===== config.mk =====
export PLATFORM = sky130hd
export DESIGN_NAME = udp_top
export DESIGN_NICKNAME = d
export VERILOG_FILES = /design/src/design/udp_pkg.sv /design/src/design/udp_sync.sv /design/src/design/udp_top.sv
export SDC_FILE = /design/constraint.sdc
export NUM_CORES = 1
export LEC_CHECK = 0
export BUFFER_PORTS_ARGS = -buffer_cell sky130_fd_sc_hd__buf_2
export CAP_MARGIN = 20
export CORE_MARGIN = 4
export CORE_UTILIZATION = 40
export DETAILED_ROUTE_END_ITERATION = 8
export HOLD_SLACK_MARGIN = 0.05
export PLACE_DENSITY = 0.79
export SLEW_MARGIN = 20
export SYNTH_ARGS = -nofsm -noshare
export SYNTH_HDL_FRONTEND = slang
export SYNTH_SLANG_ARGS = --single-unit

===== constraint.sdc =====
create_clock -name clk -period 1 [get_ports clk]
set_clock_uncertainty 0.05 [all_clocks]
set_input_delay 0.05 -clock clk [delete_from_list [all_inputs] [get_ports clk]]
set_output_delay 0.05 -clock clk [all_outputs]
set_load 0.05 [all_outputs]

===== src/design/udp_pkg.sv =====
// udp_pkg: register map, field positions, reset values and state types
// for the device-mode power control and transmit status block.
// assumes 32-bit apb with one aligned word per register index.
package udp_pkg;

  // ----------------------------------------
  // register map (index, byte address = 4 x index)
  // ----------------------------------------
  localparam logic [11:0] PWR_IDX   = 12'h001;
  localparam logic [11:0] TXIS_IDX  = 12'h002;
  localparam logic [11:0] PWR_ADDR  = PWR_IDX << 2;
  localparam logic [11:0] TXIS_ADDR = TXIS_IDX << 2;

  // ----------------------------------------
  // power/control fields
  // ----------------------------------------
  localparam int unsigned ISO_BIT  = 7;
  localparam int unsigned SOFT_BIT = 6;
  localparam int unsigned RSV_LSB  = 4;
  localparam int unsigned BRST_BIT = 3;
  localparam int unsigned RSM_BIT  = 2;
  localparam int unsigned SUSP_BIT = 1;
  localparam int unsigned PD_BIT   = 0;
  localparam logic [1:0]  PWR_RSV  = 2'h2;
  localparam logic [7:0]  PWR_RST  = 8'h20;

  // ----------------------------------------
  // transmit status fields
  // ----------------------------------------
  localparam int unsigned  NUM_EP   = 4;
  localparam logic [15:0]  TXIS_RST = 16'h0000;

  // ----------------------------------------
  // resume timing owed by software
  // ----------------------------------------
  localparam int unsigned RSM_MIN_MS = 10;
  localparam int unsigned RSM_MAX_MS = 15;

  typedef enum logic {
    UDP_IDLE,
    UDP_HOLD
  } udp_hold_t;

endpackage


===== src/design/udp_sync.sv =====
// udp_sync: two-flop synchroniser for a group of pin levels.
// assumes inputs are levels, asynchronous to clk.
`timescale 1ns/1ps
module udp_sync #(
  parameter int unsigned W = 1
) (
  input  wire logic         clk,
  input  wire logic         nrst,
  input  wire logic         clk_en,
  input  wire logic [W-1:0] d,
  output logic      [W-1:0] q
);

  typedef struct packed {
    logic [W-1:0] s1;
    logic [W-1:0] s2;
  } udp_sync_st_t;

  udp_sync_st_t st_ff;
  udp_sync_st_t nxt_st;

  // first stage feeds only the second stage
  always_comb begin
    nxt_st    = st_ff;
    nxt_st.s1 = d;
    nxt_st.s2 = st_ff.s1;
  end

  always_ff @(posedge clk or negedge nrst) begin
    if (!nrst) begin
      st_ff <= '0;
    end else if (clk_en) begin
      st_ff <= nxt_st;
    end
  end

  assign q = st_ff.s2;

endmodule


===== src/design/udp_top.sv =====
// udp_top: device-mode power/control register, soft connect, resume
// drive, suspend flag, isochronous hold and transmit status register.
// assumes apb master on clk; line pins asynchronous, link events on clk.
//
// Design decision made here: the APB slave port.
`timescale 1ns/1ps
module udp_top #(
  parameter int unsigned NEP = udp_pkg::NUM_EP
) (
  input  wire logic           clk,
  input  wire logic           nrst,
  input  wire logic           clk_en,
  input  wire logic           psel,
  input  wire logic           penable,
  input  wire logic           pwrite,
  input  wire logic [11:0]    paddr,
  input  wire logic [31:0]    pwdata,
  output logic      [31:0]    prdata,
  output logic                pready,
  output logic                pslverr,
  input  wire logic           bus_reset_pin,
  input  wire logic           suspend_pin,
  input  wire logic           sof_tok,
  input  wire logic           in_tok,
  input  wire logic           tx_packet_ready,
  input  wire logic           ep_is_iso,
  input  wire logic [NEP-1:0] ep_irq_evt,
  input  wire logic [NEP-1:0] ep_configured,
  input  wire logic           link_dp,
  input  wire logic           link_dm,
  input  wire logic           link_oe,
  output logic                tx_send,
  output logic                tx_zero_len,
  output logic                dp_out,
  output logic                dp_oe,
  output logic                dm_out,
  output logic                dm_oe,
  output logic                soft_connect,
  output logic                phy_power_down
);

  // ----------------------------------------
  // state
  // ----------------------------------------
  typedef struct packed {
    logic              iso_update_hold;
    logic              soft_connect;
    logic              resume;
    logic              resume_act;
    logic              suspend;
    logic              susp_prev;
    logic              phy_power_down;
    logic [NEP-1:0]    irq;
    logic [31:0]       rdata;
    udp_pkg::udp_hold_t hold;
    logic              tx_send;
    logic              tx_zero_len;
    logic              dp;
    logic              dm;
    logic              oe;
  } udp_st_t;

  udp_st_t st_ff;
  udp_st_t nxt_st;

  logic [1:0] pin_s;
  logic       brst_s;
  logic       susp_s;

  logic       setup;
  logic       access;
  logic       wr_pwr;
  logic       rd_txis;
  logic       susp_rise;
  logic       iso_path;
  logic [7:0] pwr_rd;
  logic [NEP-1:0] irq_vis;

  // ----------------------------------------
  // pin synchronisers
  // ----------------------------------------
  udp_sync #(
    .W (2)
  ) u_pin_sync (
    .clk    (clk),
    .nrst   (nrst),
    .clk_en (clk_en),
    .d      ({bus_reset_pin, suspend_pin}),
    .q      (pin_s)
  );

  assign brst_s = pin_s[1];
  assign susp_s = pin_s[0];

  // ----------------------------------------
  // apb decode
  // ----------------------------------------
  assign setup   = psel && !penable;
  assign access  = psel && penable && clk_en;
  assign wr_pwr  = access && pwrite && (paddr == udp_pkg::PWR_ADDR);
  assign rd_txis = access && !pwrite && (paddr == udp_pkg::TXIS_ADDR);

  assign susp_rise = susp_s && !st_ff.susp_prev;
  assign iso_path  = st_ff.iso_update_hold && ep_is_iso;

  // unconfigured endpoints never show
  assign irq_vis = st_ff.irq & ep_configured;

  // reserved field is a constant, not a stored bit
  always_comb begin
    pwr_rd = '0;
    pwr_rd[udp_pkg::ISO_BIT]  = st_ff.iso_update_hold;
    pwr_rd[udp_pkg::SOFT_BIT] = st_ff.soft_connect;
    pwr_rd[udp_pkg::RSV_LSB +: 2] = udp_pkg::PWR_RSV;
    pwr_rd[udp_pkg::BRST_BIT] = brst_s;
    pwr_rd[udp_pkg::RSM_BIT]  = st_ff.resume;
    pwr_rd[udp_pkg::SUSP_BIT] = st_ff.suspend;
    pwr_rd[udp_pkg::PD_BIT]   = st_ff.phy_power_down;
  end

  // ----------------------------------------
  // next state
  // ----------------------------------------
  always_comb begin
    nxt_st             = st_ff;
    nxt_st.tx_send     = 1'b0;
    nxt_st.tx_zero_len = 1'b0;
    nxt_st.susp_prev   = susp_s;

    // read data is captured in setup so the access edge can clear it
    if (setup) begin
      if (pwrite) begin
        nxt_st.rdata = '0;
      end else if (paddr == udp_pkg::PWR_ADDR) begin
        nxt_st.rdata = {24'h000000, pwr_rd};
      end else if (paddr == udp_pkg::TXIS_ADDR) begin
        nxt_st.rdata = {{(32-NEP){1'b0}}, irq_vis};
      end else begin
        nxt_st.rdata = '0;
      end
    end

    // only writable fields are taken; others ignored
    if (wr_pwr) begin
      nxt_st.iso_update_hold = pwdata[udp_pkg::ISO_BIT];
      nxt_st.soft_connect    = pwdata[udp_pkg::SOFT_BIT];
      nxt_st.resume          = pwdata[udp_pkg::RSM_BIT];
      if (pwdata[udp_pkg::RSM_BIT]) begin
        if (st_ff.suspend) begin
          nxt_st.resume_act = 1'b1;
        end
      end else begin
        nxt_st.resume_act = 1'b0;
      end
      if (pwdata[udp_pkg::PD_BIT]) begin
        nxt_st.phy_power_down = 1'b1;
      end
    end

    // suspend: cleared by status read or resume set; new entry wins
    if (rd_txis || (wr_pwr && pwdata[udp_pkg::RSM_BIT])) begin
      nxt_st.suspend = 1'b0;
    end
    if (susp_rise) begin
      nxt_st.suspend = 1'b1;
    end

    // reported bits clear; events arriving now survive
    if (rd_txis) begin
      nxt_st.irq = st_ff.irq & ~st_ff.rdata[NEP-1:0];
    end
    // bit 0 is the control endpoint either direction, 1..3 device in
    nxt_st.irq = nxt_st.irq | (ep_irq_evt & ep_configured);

    // isochronous hold of a ready packet
    case (st_ff.hold)
      udp_pkg::UDP_IDLE: begin
        if (tx_packet_ready) begin
          if (iso_path) begin
            nxt_st.hold = udp_pkg::UDP_HOLD;
          end else begin
            nxt_st.tx_send = 1'b1;
          end
        end
      end
      udp_pkg::UDP_HOLD: begin
        if (sof_tok) begin
          nxt_st.tx_send = 1'b1;
          nxt_st.hold    = udp_pkg::UDP_IDLE;
        end else if (in_tok) begin
          nxt_st.tx_zero_len = 1'b1;
        end
      end
      default: begin
        nxt_st.hold = udp_pkg::UDP_IDLE;
      end
    endcase

    // line drive: resume k-state overrides link data
    if (!st_ff.soft_connect) begin
      nxt_st.oe = 1'b0;
      nxt_st.dp = 1'b0;
      nxt_st.dm = 1'b0;
    end else if (st_ff.resume_act) begin
      nxt_st.oe = 1'b1;
      nxt_st.dp = 1'b0;
      nxt_st.dm = 1'b1;
    end else begin
      nxt_st.oe = link_oe;
      nxt_st.dp = link_dp;
      nxt_st.dm = link_dm;
    end
  end

  // ----------------------------------------
  // registers
  // ----------------------------------------
  // all-zero reset gives power 0x20 readback and idle hold state
  always_ff @(posedge clk or negedge nrst) begin
    if (!nrst) begin
      st_ff <= '0;
    end else if (clk_en) begin
      st_ff <= nxt_st;
    end
  end

  // ----------------------------------------
  // outputs
  // ----------------------------------------
  assign prdata         = st_ff.rdata;
  assign pready         = psel && penable && clk_en;
  assign pslverr        = 1'b0;
  assign tx_send        = st_ff.tx_send;
  assign tx_zero_len    = st_ff.tx_zero_len;
  assign dp_out         = st_ff.dp;
  assign dm_out         = st_ff.dm;
  assign dp_oe          = st_ff.oe;
  assign dm_oe          = st_ff.oe;
  assign soft_connect   = st_ff.soft_connect;
  assign phy_power_down = st_ff.phy_power_down;
endmodule


==> results of run 1 <==
[critical path, cell delays in order]
cell and delay (ps):
buf_6 90, or4_4 560, or4_4 540, nor2_4 210, a22o_1 160
[registers in the layout, indices dropped and copies added (netlist names)]
signal / count
tx_send: 1
prdata: 7
dp_out: 1
pwr_rd: 3
st_ff: 7
dm_oe: 1
u_pin_sync.q: 2
phy_power_down: 1
tx_zero_len: 1
dm_out: 1
u_pin_sync.nxt_st: 2
soft_connect: 1
[cells by family after synthesis]
kind of cell           after synthesis
other                                1
buffers and inverters               44
and+or+nand+nor                     33
AOI/OAI and AO/OA                   30
DFF                                 28
muxes                                7
[path summary, 6_finish.rpt]
| check | startpoint | endpoint | slack (ps) | cells after the start |
|---|---|---|---|---|
| worst min register to register | st_ff[43]$_DFFE_PN0P_ | pwr_rd[1]$_DFFE_PN0P_ | 420 | 1 |
| worst max-delay path | paddr[5] | prdata[6]$_DFFE_PN0P_ | -450 | 5 |
| min in group clk | pwrite | prdata[5]$_DFFE_PN0P_ | 170 | 4 |
| worst max register to register | prdata[1]$_DFFE_PN0P_ | prdata[1]$_DFFE_PN0P_ | 60 | 4 |
| max in group asynchronous | nrst | soft_connect$_DFFE_PN0P_ | 310 | 3 |
| worst min-delay path | nrst | st_ff[39]$_DFFE_PN0P_ | 120 | 2 |
[metal layers]
layer,GRT usage [%],vias up,part of all wire [%]
li1,-,633,-
met3,2.32,0,6.4
met1,19.4,621,42
met4,2.60,0,0
met5,0,-,0
met2,27.1,56,51
[through the flow]
| stage | power [mW] | instances | hold slack (ps) | TNS (ps) |
|---|---|---|---|---|
| after detailed placement | 1.65 | 245 | -107 | -11270 |
| after global placement | 1.64 | 245 | -112 | -11010 |
| after CTS | 2.60 | 274 | 127 | -5980 |
| after global routing | 2.72 | 284 | 146 | -7460 |
| after floorplan | 1.58 | 168 | -296 | -8720 |
| final | 2.62 | 284 | 118 | -6880 |
[area by class of cell]
cell class	count	share of cell area, %
inverter	7	1.15
tap	48	2.63
clock inverter	1	1.31
timing repair buffer	101	34.0
sequential	28	30.7
clock buffer	3	1.81
multi-input combinational	96	28.3
[what timing repair did]
action | 4_1_cts | 5_1_grt
pin swaps | 10 | 9
hold buffers | 22 | 0
setup endpoints to repair | 30 | 30
resized for setup | 27 | 17
setup buffers | 3 | 11
endpoints found under the hold margin | 45 | 0
[placed cells by master (no fill, tap or decap), types with 2 or more instances in the layout]
cell           instances
dfrtp_1               26
o211ai_1               2
a22o_1                 2
buf_2                 35
o21ai_1                3
mux2_2                 4
buf_6                 14
clkbuf_8               3
nand4_1                2
mux2_4                 3
buf_4                 29
nand2_1               14
o21ai_0                6
dlygate4sd3_1         22
a32o_1                 4
a21o_1                 6
a21oi_2                2
dfrtp_2                2
a31oi_1                2
nand3b_1               2
nand4b_1               3
conb_1                26
or4_4                  4
inv_1                  7
[power by group]
| group | internal (mW) | total [mW] | switching (mW) |
|---|---|---|---|
| registers | 1.16 | 1.18 | 0.0148 |
| logic | 0.192 | 0.553 | 0.360 |
| clock network | 0.536 | 0.886 | 0.350 |
| total | 1.89 | 2.62 | 0.725 |
==> results.py, run 1 <==
metrics = {
    "status": {
        "status": "finished, violations left",
        "violations": "setup timing",
    },
    "clock_tree": {
        "cts_root_buffer": "clkbuf_8",
        "htree_levels": 1,
        "clock_latency_ps": 270,
        "clkTransAtPathRegs_ps": 100,
        "cts.sinks": 28,
        "cts.path.max_buffers": 2,
        "cts_tree": "built",
        "cts_made_buffers": 3,
    },
    "yosys": {
        "synthAdderAreaFrac_pct": 0,
        "synth_compound_area_share_pct": 13.8,
        "yosys_warnings": 0,
        "synthTopCellsByArea": "dfrtp_1 46%, buf_4 17%, mux2_2 5.2%",
        "synthFlopType": "dfrtp_1",
        "synth-simple-area-share_pct": 14.8,
        "ys_top_cells_by_count": "34 x buf_4, 28 x dfrtp_1, 15 x nand2_1, 9 x o21ai_0",
        "yosysMostFrequentCell": "buf_4",
        "syn-mean-instance-area_um2": 10.6,
        "muxShareOfSynthArea_pct": 5.22,
        "synth_top_area_share_pct": 46.4,
        "synth_cell_types": 29,
        "synth-edff-count": 0,
        "synthCells": 143,
        "synth_seq_cells": 28,
        "synth_top_cell_by_area": "dfrtp_1",
        "yosysSeqAreaShare_pct": 46.4,
        "synth_top_family_by_area": "buffers and inverters",
        "yosys.area_share.xor_xnor_pct": 0,
        "synth-async-reset-ratio_pct": 100,
        "netlist_area_um2": 1510,
    },
    "routing": {
        "drc": 0,
        "routed_wl_um": 3860,
        "drt_iter0_drc": 38,
        "via_count": 1310,
        "firstDrtPassIters": 4,
        "ant_nets": 0,
        "via_per_inst": 4.61,
        "drt-wirelength-per-cell_um": 13.6,
    },
    "floorplanning": {
        "num_rows": 22,
        "die_h_um": 69.4,
        "pin_count": 109,
        "die_w_um": 69.4,
        "die_area_um2": 4820,
        "core_um2": 3660,
        "start_util_pct": 41.2,
    },
    "global_routing": {
        "grt_antenna_before_repair": 0,
        "gr-total-overflow": 0,
        "grt_pass1_vias": 1271,
        "grt_max_degree": 17,
        "grtUsageTotal_pct": 15.1,
        "grt_pass1_wl_um": 5950,
    },
    "layout": {
        "layout-drive-gt1-share_pct": 44.5,
        "final_nets": 304,
        "nFillCells": 306,
        "area_delta_synth_final_pct": 51.6,
        "diodes": 0,
        "final_cell_area_um2": 2290,
        "fin_util_pct": 62.5,
        "multi_input_area_um2": 648,
        "regArea_um2": 703,
    },
    "sta": {
        "rsz0062_at_grt": "true",
        "slew_violations": 0,
        "period_needed_ps": 1450,
        "fin_crit_sh_pct": 145,
        "setup_ws_ps": -448,
        "setup_violations": 17,
        "max_freq_mhz": 691,
        "hold_viol_final": 0,
    },
    "placement": {
        "numPortBuffers": 54,
        "gp_congestion": 0.752,
        "dpl-instance-area_um2": 1760,
        "dp_slack_ps": -742,
        "dpl.hpwl_um": 2620,
    },
    "worst_setup_path": {
        "worst-path-max-fanout": 7,
        "arrival_ps": 1610,
        "required_ps": 1160,
        "worstSetupStartpointType": "primary input",
        "critPathCaptureType": "flop",
        "critPathKind": "in2reg",
    },
    "power": {
        "irDropWorstVdd_mv": 0.520,
        "leakagePower_nw": 1.17,
        "p_per_area_nw_per_um2": 1140,
    },
    "min_path": {
        "hold_class": "in2async",
    },
    "run": {
        "drv_cap": 0,
    },
}
Note: power is estimated with default switching activity, not from simulation.
==> run 2, diff against run 1 <==
GPL_TIMING_DRIVEN = 0   (was unset)
==> run 2 against run 1 <==
  * The flow still finishes with violations (setup timing)
  * Global-route usage increased by 0.65 points
  * First-iteration DRC count decreased by 24%
  * Clock power decreased by 30%
  * Flip-flop and latch count unchanged
  * Critical path type unchanged
  * Largest cell class unchanged
==> results.py, run 2 (same netlist as run 1, synthesis figures left out) <==
metrics = {
    "power": {
        "p_sw_mw": 0.714,
        "p_int_mw": 1.68,
        "sw_frac_of_total_pct": 29.8,
        "p_per_area_nw_per_um2": 965,
        "comb_power_share_pct": 25.0,
        "p_seq_share_pct": 49.1,
        "irDropWorstVdd_mv": 0.580,
        "leakagePower_nw": 1.32,
        "clkPwrFrac_pct": 25.8,
    },
    "layout": {
        "multi_input_area_um2": 671,
        "layout-drive-gt1-share_pct": 49.6,
        "most-common-layout-cells": "39 x buf_4, 35 x buf_2, 27 x dfrtp_1",
        "diodes": 0,
        "final_nets": 324,
        "area_delta_synth_final_pct": 64.5,
        "layout_commonest_cell": "buf_4",
        "regArea_um2": 702,
        "final_cell_area_um2": 2480,
        "nFillCells": 292,
    },
    "worst_setup_path": {
        "arrival_ps": 1650,
        "worstSetupStartpointType": "primary input",
        "slowest_stage": "or4_4",
        "crit_family": "simple AND/OR/NAND/NOR gates",
        "worstPathCellList": "buf_6 > or4_4 > or4_4 > nor2_4 > a21o_1",
        "critPathCaptureType": "flop",
        "worst-path-max-fanout": 7,
        "critPathKind": "in2reg",
        "worst-path-buf-inv": 1,
        "required_ps": 1160,
        "max_stage_delay_ps": 560,
        "critPathMostFrequentCell": "or4_4",
    },
    "sta": {
        "setup_ws_ps": -495,
        "setup_violations": 20,
        "slew_violations": 0,
        "max_freq_mhz": 669,
        "slew_headroom_pct": 58.4,
        "tns_ps": -6930,
        "fin_crit_sh_pct": 149,
        "hold_viol_final": 0,
        "period_needed_ps": 1490,
        "tightest_slew_ps": 623,
        "rsz0062_at_grt": "true",
    },
    "clock_tree": {
        "cts.sinks": 28,
        "clock_latency_ps": 270,
        "cts.path.max_buffers": 2,
        "cts_root_buffer": "clkbuf_8",
        "cts_tree": "built",
        "cts_made_buffers": 3,
        "htree_levels": 1,
        "clkTransAtPathRegs_ps": 90,
    },
    "global_routing": {
        "grt_antenna_before_repair": 0,
        "grt_pass1_vias": 1415,
        "grt_pass1_wl_um": 6350,
        "grtUsageTotal_pct": 15.8,
        "gr-total-overflow": 0,
        "grt_max_degree": 29,
    },
    "routing": {
        "via_count": 1362,
        "via_per_inst": 4.48,
        "firstDrtPassIters": 4,
        "drt-wirelength-per-cell_um": 12.6,
        "drt_iter0_drc": 29,
        "ant_nets": 0,
        "drc": 0,
        "routed_wl_um": 3820,
    },
    "floorplanning": {
        "die_w_um": 69.4,
        "die_h_um": 69.4,
        "num_rows": 22,
        "core_um2": 3660,
        "start_util_pct": 41.2,
        "die_area_um2": 4820,
        "pin_count": 109,
    },
    "placement": {
        "dp_slack_ps": -868,
        "gp_congestion": 0.718,
        "dpl-instance-area_um2": 1940,
        "dpl.hpwl_um": 2510,
        "numPortBuffers": 53,
    },
    "status": {
        "status": "finished, violations left",
        "violations": "setup timing",
    },
    "run": {
        "drv_cap": 0,
    },
    "min_path": {
        "hold_class": "in2reg",
    },
}
[run 2: area by class of cell]
class | count | share of cell area (%)
Buffer | 32 | 9.93
Clock buffer | 4 | 1.81
Inverter | 7 | 1.06
Multi-Input combinational cell | 96 | 27.0
Sequential cell | 28 | 28.3
Tap cell | 48 | 2.42
Timing Repair Buffer | 89 | 29.5
[run 2: path summary, 6_finish.rpt]
| kind | startpoint | endpoint | slack [ps] | cells after the start |
|---|---|---|---|---|
| hold / removal | pwrite | prdata[5]$_DFFE_PN0P_ | 110 | 3 |
| setup reg to reg | soft_connect$_DFFE_PN0P_ | soft_connect$_DFFE_PN0P_ | -10 | 2 |
| hold reg to reg | st_ff[43]$_DFFE_PN0P_ | pwr_rd[1]$_DFFE_PN0P_ | 430 | 1 |
| min in group asynchronous | nrst | prdata[1]$_DFFE_PN0P_ | 280 | 2 |
| max in group asynchronous | nrst | dm_oe$_DFFE_PN0P_ | 180 | 2 |
| setup / recovery | paddr[10] | prdata[2]$_DFFE_PN0P_ | -490 | 5 |
[run 2: worst reg2reg max path, delay by kind of cell (launching register included)]
kind | cells | cell delay [ps]
multiplexers | 1 | 260
flip-flops | 1 | 420
buffers and inverters | 1 | 170
[run 2: metal layers]
metal | part of all wire (%) | routed length [um] | vias up | global-route usage (%)
li1 | - | - | 672 | -
met1 | 39 | 1480 | 631 | 18.2
met2 | 53 | 2040 | 57 | 30.1
met3 | 7.2 | 276 | 2 | 3.04
met4 | 0.52 | 20 | 0 | 2.82
met5 | 0 | 0 | - | 0
[run 2: through the flow]
| step | util (%) | hold slack [ps] | power [mW] | std cells |
|---|---|---|---|---|
| 2_1_floorplan | - | -296 | 1.58 | 168 |
| 3_3_place_gp | 52.9 | 50.2 | 1.70 | 269 |
| 3_5_place_dp | 52.9 | 57.5 | 1.71 | 269 |
| 4_1_cts | 65.8 | 104 | 2.39 | 301 |
| 5_1_grt | 67.8 | 111 | 2.50 | 304 |
| 6_report | 67.8 | 110 | 2.40 | 304 |
[run 2: repair_timing]
item                       4_1_cts  5_1_grt
pin swaps                       11       12
gates resized for setup         45       18
hold buffers                    22        0
buffers inserted                11        3
setup endpoints to repair       29       28
hold endpoints to repair        45        0
[run 2: power groups by stage]
stage | clock network, mW | logic (mW) | registers (mW)
2_1_floorplan | 0 | 0.367 | 1.21
3_3_place_gp | 0 | 0.501 | 1.20
3_5_place_dp | 0 | 0.506 | 1.20
4_1_cts | 0.627 | 0.582 | 1.18
5_1_grt | 0.677 | 0.641 | 1.18
6_report | 0.619 | 0.600 | 1.18
